<file path="config.mk">
export PLATFORM = sky130hd
export DESIGN_NAME = mmp_map_ports
export DESIGN_NICKNAME = d
export VERILOG_FILES = /design/src/common/mmp_pkg.sv /design/src/core/mmp_map_ports.sv
export SDC_FILE = /design/constraint.sdc
export NUM_CORES = 1
export LEC_CHECK = 0
export ABC_AREA = 1
export BUFFER_PORTS_ARGS = -buffer_cell sky130_fd_sc_hd__clkbuf_2
export CAP_MARGIN = 5
export CORE_ASPECT_RATIO = 0.9
export CORE_MARGIN = 2
export CORE_UTILIZATION = 53
export CTS_CLUSTER_DIAMETER = 100
export DETAILED_ROUTE_END_ITERATION = 8
export GPL_TIMING_DRIVEN = 1
export PLACE_DENSITY = 0.85
export REMOVE_ABC_BUFFERS = 1
export SYNTH_ARGS = -nofsm -noshare
export SYNTH_HDL_FRONTEND = slang
export SYNTH_SLANG_ARGS = --single-unit
</file>
<file path="constraint.sdc">
create_clock -name ref_clk -period 2.9 [get_ports ref_clk]
set_input_delay 0.145 -clock ref_clk [delete_from_list [all_inputs] [get_ports ref_clk]]
set_output_delay 0.145 -clock ref_clk [all_outputs]
set_load 0.02 [all_outputs]
</file>
<file path="src/common/mmp_pkg.sv">
`default_nettype none
package mmp_pkg;
	localparam logic [15:0] PROG_SIZE = 16'h1000;
	localparam logic [15:0] VEC_BYTES = 16'h000c;
	localparam logic [7:0] PORT_TOP = 8'h03;
	localparam logic [7:0] GPR_TOP = 8'hbf;
	localparam logic [7:0] CTRL_BASE = 8'hf0;
	localparam logic [7:0] USB_TOP = 8'h07;
	localparam logic [7:0] BANK_LOW_TOP = 8'h0f;
	localparam logic [7:0] P2_MODE_ADDR = 8'hf6;
	localparam logic [7:0] UNIMPL_RDATA = 8'hff;
	localparam logic [7:0] PTR_RST = 8'h00;
	localparam logic [7:0] OD_LATCH_RST = 8'hff;
	localparam logic [3:0] P2_DIR_RST = 4'hf;
	localparam logic [3:0] P3_OUT_RST = 4'hf;
	localparam logic [3:0] BANK_NORM = 4'h0;
	localparam logic [3:0] BANK_USB = 4'h1;

	typedef enum logic [2:0] {
		RG_PORT = 3'b000,
		RG_GPR = 3'b001,
		RG_CTRL = 3'b011,
		RG_USB = 3'b010,
		RG_NONE = 3'b110
	} mmp_region_type;

	typedef enum logic [1:0] {
		PM_VEC = 2'b00,
		PM_ROM = 2'b01,
		PM_RSV = 2'b11
	} mmp_prog_type;

	typedef struct packed {
		logic valid;
		logic write;
		logic short_mode;
		logic [7:0] addr;
		logic [7:0] wdata;
	} mmp_reg_req_type;

	typedef struct packed {
		logic valid;
		mmp_region_type region;
		logic [7:0] index;
		logic [7:0] rdata;
	} mmp_reg_rsp_type;

	typedef struct packed {
		mmp_prog_type region;
		logic [2:0] vector;
		logic high_byte;
		logic [11:0] rom_index;
	} mmp_prog_rsp_type;

	typedef struct packed {
		logic [7:0] ptr;
		logic [7:0] p0;
		logic [7:0] p1;
		logic [7:0] p2_out;
		logic [3:0] p2_dir;
		logic [3:0] p3_out;
		logic [7:0] p2_s1;
		logic [7:0] p2_s2;
		logic [3:0] p3_s1;
		logic [3:0] p3_s2;
		logic [3:0] p3_s3;
		logic [2:0] irq;
		mmp_reg_rsp_type rsp;
		mmp_prog_rsp_type prog;
	} mmp_state_type;
endpackage
`default_nettype wire

</file>
<file path="src/core/mmp_map_ports.sv">
`timescale 1ns/10ps
`default_nettype none
module mmp_map_ports (
	input wire logic ref_clk,
	input wire logic rst,
	input wire logic [15:0] prog_addr,
	output var mmp_pkg::mmp_prog_rsp_type prog_rsp,
	input wire mmp_pkg::mmp_reg_req_type reg_req,
	output var mmp_pkg::mmp_reg_rsp_type reg_rsp,
	input wire logic set_pointer_instruction,
	input wire logic [7:0] set_pointer_value,
	output logic [7:0] reg_pointer,
	output logic [7:0] p0_o,
	output logic [7:0] p0_oe_n,
	output logic [7:0] p1_o,
	output logic [7:0] p1_oe_n,
	input wire logic [7:0] p2_i,
	output logic [7:0] p2_o,
	output logic [7:0] p2_oe_n,
	input wire logic [3:0] port3_fixed_inputs,
	output logic [3:0] port3_fixed_outputs,
	input wire logic [2:0] ext_irq_enable,
	output logic [2:0] external_interrupt_requests
);
	mmp_pkg::mmp_state_type st_ff;
	mmp_pkg::mmp_state_type nxt_st;
	logic [7:0] eff_addr;
	mmp_pkg::mmp_region_type region;

	function automatic mmp_pkg::mmp_region_type decode_region(input logic [7:0] a,
			input logic [3:0] bank);
		mmp_pkg::mmp_region_type r;
		r = mmp_pkg::RG_NONE;
		if (bank != mmp_pkg::BANK_NORM && a <= mmp_pkg::BANK_LOW_TOP) begin
			if (bank == mmp_pkg::BANK_USB && a <= mmp_pkg::USB_TOP) begin
				r = mmp_pkg::RG_USB;
			end
		end else if (a <= mmp_pkg::PORT_TOP) begin
			r = mmp_pkg::RG_PORT;
		end else if (a <= mmp_pkg::GPR_TOP) begin
			r = mmp_pkg::RG_GPR;
		end else if (a >= mmp_pkg::CTRL_BASE) begin
			r = mmp_pkg::RG_CTRL;
		end
		return r;
	endfunction

	// Short form replaces the low nibble only; group start is the pointer's high nibble
	assign eff_addr = reg_req.short_mode ? {st_ff.ptr[7:4], reg_req.addr[3:0]}
		: reg_req.addr;
	assign region = decode_region(eff_addr, st_ff.ptr[3:0]);

	always_comb begin
		nxt_st = st_ff;
		nxt_st.p2_s1 = p2_i;
		nxt_st.p2_s2 = st_ff.p2_s1;
		nxt_st.p3_s1 = port3_fixed_inputs;
		nxt_st.p3_s2 = st_ff.p3_s1;
		nxt_st.p3_s3 = st_ff.p3_s2;
		// Edge taken behind the synchroniser so a metastable first stage never reaches logic
		nxt_st.irq = st_ff.p3_s3[3:1] & ~st_ff.p3_s2[3:1] & ext_irq_enable;
		if (set_pointer_instruction) begin
			nxt_st.ptr = set_pointer_value;
		end
		if (prog_addr < mmp_pkg::VEC_BYTES) begin
			nxt_st.prog.region = mmp_pkg::PM_VEC;
		end else if (prog_addr < mmp_pkg::PROG_SIZE) begin
			nxt_st.prog.region = mmp_pkg::PM_ROM;
		end else begin
			nxt_st.prog.region = mmp_pkg::PM_RSV;
		end
		nxt_st.prog.vector = prog_addr[3:1];
		nxt_st.prog.high_byte = ~prog_addr[0];
		nxt_st.prog.rom_index = prog_addr[11:0];
		nxt_st.rsp.valid = reg_req.valid;
		nxt_st.rsp.region = region;
		nxt_st.rsp.index = eff_addr;
		nxt_st.rsp.rdata = 8'h00;
		if (reg_req.valid) begin
			case (region)
				mmp_pkg::RG_PORT: begin
					case (eff_addr[1:0])
						2'h0: nxt_st.rsp.rdata = st_ff.p0;
						2'h1: nxt_st.rsp.rdata = st_ff.p1;
						2'h2: nxt_st.rsp.rdata = st_ff.p2_s2;
						default: nxt_st.rsp.rdata = {st_ff.p3_out, st_ff.p3_s2};
					endcase
					if (reg_req.write) begin
						case (eff_addr[1:0])
							2'h0: nxt_st.p0 = reg_req.wdata;
							2'h1: nxt_st.p1 = reg_req.wdata;
							2'h2: nxt_st.p2_out = reg_req.wdata;
							default: nxt_st.p3_out = reg_req.wdata[7:4];
						endcase
					end
				end
				mmp_pkg::RG_CTRL: begin
					if (reg_req.write && eff_addr == mmp_pkg::P2_MODE_ADDR) begin
						nxt_st.p2_dir = reg_req.wdata[7:4];
					end
				end
				mmp_pkg::RG_NONE: nxt_st.rsp.rdata = mmp_pkg::UNIMPL_RDATA;
				default: nxt_st.rsp.rdata = 8'h00;
			endcase
		end
	end

	always_ff @(posedge ref_clk) begin
		if (rst) begin
			st_ff <= '0;
			st_ff.ptr <= mmp_pkg::PTR_RST;
			st_ff.p0 <= mmp_pkg::OD_LATCH_RST;
			st_ff.p1 <= mmp_pkg::OD_LATCH_RST;
			st_ff.p2_dir <= mmp_pkg::P2_DIR_RST;
			st_ff.p3_out <= mmp_pkg::P3_OUT_RST;
		end else begin
			st_ff <= nxt_st;
		end
	end

	assign prog_rsp = st_ff.prog;
	assign reg_rsp = st_ff.rsp;
	assign reg_pointer = st_ff.ptr;
	// Open drain: a zero latch bit pulls low, a one releases the line
	assign p0_o = 8'h00;
	assign p0_oe_n = st_ff.p0;
	assign p1_o = 8'h00;
	assign p1_oe_n = st_ff.p1;
	assign p2_o = st_ff.p2_out;
	// Direction bit one means input; lower nibble is never driven
	assign p2_oe_n = {st_ff.p2_dir, 4'hf};
	assign port3_fixed_outputs = st_ff.p3_out;
	assign external_interrupt_requests = st_ff.irq;
endmodule // mmp_map_ports
`default_nettype wire

</file>
==> results of run 1 <==
-- final cells by class --
cell class                 count  area share, %
clock buffer                  11          2.624
clock inverter                 3          1.349
inverter                      71          5.322
multi-input combinational    298          26.61
sequential                   105          41.98
tap                           99          2.474
timing repair buffer         170          19.64
-- critical path: cells and delay by family, from the launching register on --
family	cells	cell delay (ns)
and+or+nand+nor	9	1.14
DFF	1	0.32
buffers and inverters	2	0.35
-- flip-flops by register name, summed over array words and instances, names as in the netlist --
name                         count
reg_pointer                      8
p2_oe_n                          4
p1_oe_n                          8
st_ff                           11
port3_fixed_outputs              4
reg_rsp                         20
p0_oe_n                          8
p2_o                             8
external_interrupt_requests      3
nxt_st                          16
prog_rsp                        15
-- per-layer routing --
metal,vias up,global-route usage (%),part of all wire [%]
met5,-,0,0
met4,0,4.452,0.93
met3,9,6.620,10
met2,179,36.11,48
met1,1647,26.92,41
li1,1805,-,-
-- power by group --
group	switching (mW)	total, mW	internal [mW]
registers	0.0178	1.51	1.49
logic	0.219	0.334	0.115
clock network	0.444	0.922	0.478
-- through the flow --
step / utilization [%] / area [sq um]
CTS: 61.77 / 5007
finish: 61.77 / 5007
global placement: 56.35 / 4568
floorplan: - / 3701
detailed placement: 56.35 / 4568
global route: 61.77 / 5007
-- cells in the mapped netlist --
cell type and n:
conb_1 2, nand2_2 2, nor3_4 1, nand2_1 101, buf_4 103, inv_2 3, nor2_4 2, buf_2 1
nand4_1 7, inv_1 67, nor2_1 72, clkbuf_1 12, o21ai_0 9, nor3_1 4, o211ai_1 4, a31oi_1 1
dfxtp_1 105, nand2_4 1, nand4_4 1, nor4_1 2, buf_1 1, o2111ai_1 3, clkinv_1 1, o21ai_1 1
a21oi_1 23, nand3_1 44, buf_6 1
-- logic make-up after synthesis --
family / count (synthesis) / share of synthesized area (%)
buffers and inverters: 189 / 24.71
AND/OR/NAND/NOR: 237 / 23.03
AO/OA/AOI/OAI: 41 / 5.092
flip-flops: 105 / 47.01
other: 2 / 0.1679
-- worst paths after layout --
kind,endpoint,slack [ns]
setup / recovery,p0_oe_n[5],0.95
hold / removal,external_interrupt_requests[1],0.02
setup reg to reg,p0_oe_n[5],0.95
hold reg to reg,nxt_st[42],0.40
-- cells in the final DEF, fill, tap and decap left out, types with 2 or more instances in the layout --
cell type / n
clkbuf_8: 9
nand3_1: 44
clkbuf_1: 2
clkbuf_2: 141
inv_2: 3
dlygate4sd3_1: 24
nand4_1: 7
nand2_2: 2
nor2_1: 72
o2111ai_1: 3
o21ai_0: 9
nor3_1: 4
a21oi_1: 23
dfxtp_1: 105
bufinv_16: 2
buf_4: 5
nand2_1: 101
nor2_4: 2
conb_1: 20
inv_1: 67
o211ai_1: 4
nor4_1: 2
-- repair_timing --
item | CTS | global route
hold endpoints to repair | 25 | 0
hold buffers | 24 | 0
gates resized for setup | 0 | 0
==> impl_metrics.tcl, run 1 <==
set metrics [dict create \
    fin_crit_sh_pct 67.24 \
    start_kind "flip-flop" \
    worst_pin_slew_ns 0.5447 \
    grt_max_degree 57 \
    relSlewSlack_pct 63.69 \
    cts_tree "built" \
    dr.first_iter.drc_count 145 \
    run_status "complete, no violations" \
    remaining_drc_errors 0 \
    cts_setup_buffers 0 \
    cts_buffer_depth 2 \
    powerDensity_mw_per_mm2 552.6 \
    total_power_mw 2.767 \
    ys_seq_area_share_pct 47.01 \
    ys.warnings.count 0 \
    io_buffers 141 \
    die_w_um 100.8 \
    min_period_ns 1.950 \
    fp-row-count 31 \
    avgSynthCellArea_sq_um 7.791 \
    post-synth-top-area-fraction_pct 47.01 \
    avgViaCountPerCell 4.808 \
    ctsHtreeMaxLevel 3 \
    worst_ep_required_time_ns 3.12 \
    rsz0062_at_grt "no" \
    report.final.hold_viol_count 0 \
    fin_ws_ns 0.9501 \
    hpwl_um 6788 \
    multiInputGateArea_sq_mm 0.001333 \
    grt_pass1_wl_um 15680 \
    synth_area_leaders "dfxtp_1 47%, buf_4 17%, nand2_1 8.5%" \
    place.gp.congestion 0.9064 \
    grt_overflow 0 \
    peakVddDrop_mv 0.4309 \
    core_sq_mm 0.008107 \
    syn_area_sq_mm 0.004472 \
    ys_ff_latch 105 \
    max_clock_freq_mhz 512.8 \
    syn2layout_area_growth_pct 11.98 \
    synth_cell_type_count 27 \
    cts_buffers 9 \
    layout.nets 716 \
    die_h_um 91.14 \
    slew_violations 0 \
    worstPathArrival_ns 2.17 \
    syn_inst 574 \
    antenna_found_initial 0 \
    synth.largest_area_cell "dfxtp_1" \
    setup_viol 0 \
    dieArea_sq_mm 0.009189 \
    insertion_delay_ns 0.35 \
    worstHoldPathCells 3 \
    detail_route.wl_per_cell_um 12.69 \
    place_inst 719 \
    reg2reg_from "reg_pointer[5]" \
    cpPeakStageDelay_ns 0.34 \
    antenna_left 0 \
    path_cells "inv_1 > nand2_1 > nand2_1 > nand2_1 > nor2_4 > nand4_4 > nor2_4 > buf_4 > nand2_4 > nand2_1 > nand3_1" \
    grt_use_total_pct 21.43 \
    clock-sinks 105 \
    nFillCells 679 \
    start_util_pct 55.16 \
    hp-start "ext_irq_enable[1]" \
    num_vias 3640 \
    io-pin-count 162 \
    cp_max_fo 18 \
    p_leak_nw 2.645 \
    pre_cts_ws_ns 1.001 \
    clk_pin_slew_ns 0.09 \
    fin_worst_skew_ns 0.01318 \
    ff_latch_area_sq_mm 0.002102 \
    drive_gt1_share_pct 25.53 \
    fin_tns_setup_ns 0 \
    hp-class "input pin to flip-flop" \
    root_buffer "clkbuf_8" \
    slowest_stage "nor2_4" \
    reg2reg_depth 11 \
    first_pass_iters 5 \
    n_antenna_cell 0 \
    whs_ns 0.01555 \
    wl_um 9603 \
    critPathLaunch "reg_pointer[5]" \
    worst-setup-path-type "flip-flop to flip-flop" \
    stdcell_count 757 \
    grt_pass1_vias 3408 \
    cp-end-kind "flip-flop" \
    cpMostUsedCell "nand2_1" \
    drv_cap 0 \
]
(Power assumes the default switching activity.)
==> run 2: changes to the inputs <==
--- a/config.mk
+++ b/config.mk
@@ -5,16 +5,16 @@
 export SDC_FILE = /design/constraint.sdc
 export NUM_CORES = 1
 export LEC_CHECK = 0
-export ABC_AREA = 1
+export ABC_AREA = 0
 export BUFFER_PORTS_ARGS = -buffer_cell sky130_fd_sc_hd__clkbuf_2
 export CAP_MARGIN = 5
 export CORE_ASPECT_RATIO = 0.9
 export CORE_MARGIN = 2
-export CORE_UTILIZATION = 53
+export CORE_UTILIZATION = 50
 export CTS_CLUSTER_DIAMETER = 100
 export DETAILED_ROUTE_END_ITERATION = 8
 export GPL_TIMING_DRIVEN = 1
-export PLACE_DENSITY = 0.85
+export PLACE_DENSITY = 0.8
 export REMOVE_ABC_BUFFERS = 1
 export SYNTH_ARGS = -nofsm -noshare
 export SYNTH_HDL_FRONTEND = slang
==> constraint.sdc (replaced) <==
create_clock -name ref_clk -period 2 [get_ports ref_clk]
set_input_delay 0.1 -clock ref_clk [delete_from_list [all_inputs] [get_ports ref_clk]]
set_output_delay 0.1 -clock ref_clk [all_outputs]
set_load 0.02 [all_outputs]
==> impl_metrics.tcl, run 2 <==
set metrics [dict create \
    run_status "complete, no violations" \
    fin_tns_setup_ns 0 \
    start_util_pct 50.80 \
    most-common-layout-cells "140 x clkbuf_2, 105 x dfxtp_1, 47 x nor2_1, 42 x nor2b_1, 39 x dlygate4sd3_1" \
    rsz0062_at_grt "no" \
    fp-row-count 33 \
    worst_ep_required_time_ns 2.29 \
    worst-setup-path-type "flip-flop to flip-flop" \
    num_vias 3316 \
    ctsHtreeMaxLevel 3 \
    first_pass_iters 5 \
    io-pin-count 162 \
    root_buffer "clkbuf_8" \
    io_buffers 141 \
    grt_overflow 0 \
    fin_crit_sh_pct 91.96 \
    setup_viol 0 \
    yosys-top-cells-count "105 x dfxtp_1, 101 x buf_4, 47 x nor2_1" \
    grt_max_degree 38 \
    cts_setup_buffers 0 \
    grt_pass1_wl_um 15700 \
    ys_ff_latch 105 \
    start_kind "flip-flop" \
    n_antenna_cell 0 \
    cts_tree "built" \
    report.final.hold_viol_count 0 \
    cp_max_fo 13 \
    layout.nets 610 \
    ys.warnings.count 0 \
    powerDensity_mw_per_mm2 772.0 \
    ys_seq_area_share_pct 46.18 \
    hp-class "input pin to flip-flop" \
    detail_route.wl_per_cell_um 15.14 \
    die_h_um 94.52 \
    core_sq_mm 0.008960 \
    synth_area_leaders "dfxtp_1 46%, buf_4 17%, mux2i_1 7.0%" \
    antenna_left 0 \
    min_period_ns 1.839 \
    ys_async_sr_fraction_pct 0 \
    relSlewSlack_pct 57.06 \
    synth_most_common_cell "dfxtp_1" \
    synth.largest_area_cell "dfxtp_1" \
    die_w_um 104.6 \
    cp-end-kind "flip-flop" \
    hpwl_um 7037 \
    place.gp.congestion 0.8144 \
    post-synth-top-area-fraction_pct 46.18 \
    fin_worst_skew_ns 0.009373 \
    p_leak_nw 2.299 \
    dieArea_sq_mm 0.009884 \
    wl_um 10240 \
    syn_inst 456 \
    grt_use_total_pct 20.30 \
    peakVddDrop_mv 0.4520 \
    avgSynthCellArea_sq_um 9.982 \
    grt_pass1_vias 3293 \
    antenna_found_initial 0 \
    slew_violations 0 \
    final_common_cell "clkbuf_2" \
    insertion_delay_ns 0.37 \
    max_clock_freq_mhz 543.7 \
    worst_pin_slew_ns 0.6381 \
    clock-sinks 105 \
    drive_gt1_share_pct 32.85 \
    largest_reg_flops 20 \
    postLayoutCoreUtil_pct 59.24 \
    cts_buffers 9 \
    syn_area_sq_mm 0.004552 \
    worstPathArrival_ns 2.13 \
    nFillCells 793 \
    avgViaCountPerCell 4.905 \
    synth_flop_cell "dfxtp_1" \
    syn2layout_area_growth_pct 16.60 \
    cts_buffer_depth 2 \
    clk_pin_slew_ns 0.10 \
    synth_edf_count 0 \
    synth_cell_type_count 40 \
    drv_cap 0 \
    dr.first_iter.drc_count 111 \
    remaining_drc_errors 0 \
]
## run 2: changes by cell type after synthesis, moves of 8 or more
cell	previous run	this run
inv_1	67	3
mux2i_1	0	32
mux4_2	0	8
nand2_1	101	4
nand3_1	44	19
nor2_1	72	47
nor2b_1	0	42
o21ai_0	9	0
o31ai_1	0	8
## run 2: layer usage
layer / global-route usage [%] / wire [um] / up-vias
li1: - / - / 1608
met1: 22.44 / 4206 / 1545
met2: 35.46 / 5039 / 144
met3: 7.384 / 777 / 19
met4: 9.111 / 212 / 0
met5: 0 / 0 / -
## run 2: final timing paths
| check | cells after the start | end | slack (ns) | from |
|---|---|---|---|---|
| setup / recovery | 5 | p0_oe_n[5] | 0.16 | reg_pointer[7] |
| setup reg to reg | 5 | p0_oe_n[5] | 0.16 | reg_pointer[7] |
| hold / removal | 3 | reg_rsp[13] | 0.01 | reg_req[13] |
| hold reg to reg | 1 | nxt_st[41] | 0.44 | nxt_st[45] |
## run 2: metrics by stage
stage | setup slack [ns] | cell area, sq um | power (mW) | cells | hold slack, ns
finish | 0.1608 | 5308 | 4.098 | 676 | 0.01116
global route | 0.06228 | 5308 | 4.263 | 676 | 0.009912
CTS | 0.1089 | 5289 | 4.120 | 676 | 0.008245
detailed placement | 0.1422 | 4686 | 2.719 | 621 | 0.2764
global placement | 0.2531 | 4686 | 2.708 | 621 | 0.2749
floorplan | 0.2159 | 3750 | 2.492 | 348 | 0.1667
## run 2: area by class of cell
cell class | instances | area (sq um) | share of cell area [%]
clock buffer | 9 | 123.9 | 2.334
clock inverter | 7 | 88.84 | 1.674
inverter | 3 | 11.26 | 0.2122
multi-input combinational | 240 | 1655 | 31.19
sequential | 105 | 2102 | 39.60
tap | 122 | 152.6 | 2.876
timing repair buffer | 190 | 1174 | 22.11
## run 2: kinds of logic (layout without fill, tap and decap cells)
kind of cell,after synthesis,count (layout),synth area share [%]
AO/OA/AOI/OAI,38,38,5.580
multiplexers,40,40,11.00
AND/OR/NAND/NOR,142,142,17.73
flip-flops,105,105,46.18
buffers and inverters,129,209,19.35
other,2,20,0.1650
## run 2: worst max-delay path, stage by stage (launching register included)
cell     delay (ns)
dfxtp_1        0.39
o41ai_4        0.47
o21ai_4        0.22
nor3_4         0.22
buf_4          0.23
mux2i_1        0.23
## run 2: power breakdown
group	total [mW]	switching, mW	internal (mW)
clock	1.36	0.757	0.602
combinational	0.539	0.316	0.224
sequential	2.20	0.0347	2.16
total	4.10	1.11	2.99
## run 2: what timing repair did
| action | in CTS | in global routing |
|---|---|---|
| endpoints found under the setup margin | 0 | 8 |
| resized for setup | 0 | 2 |
| hold buffers | 39 | 0 |
| endpoints found under the hold margin | 39 | 0 |
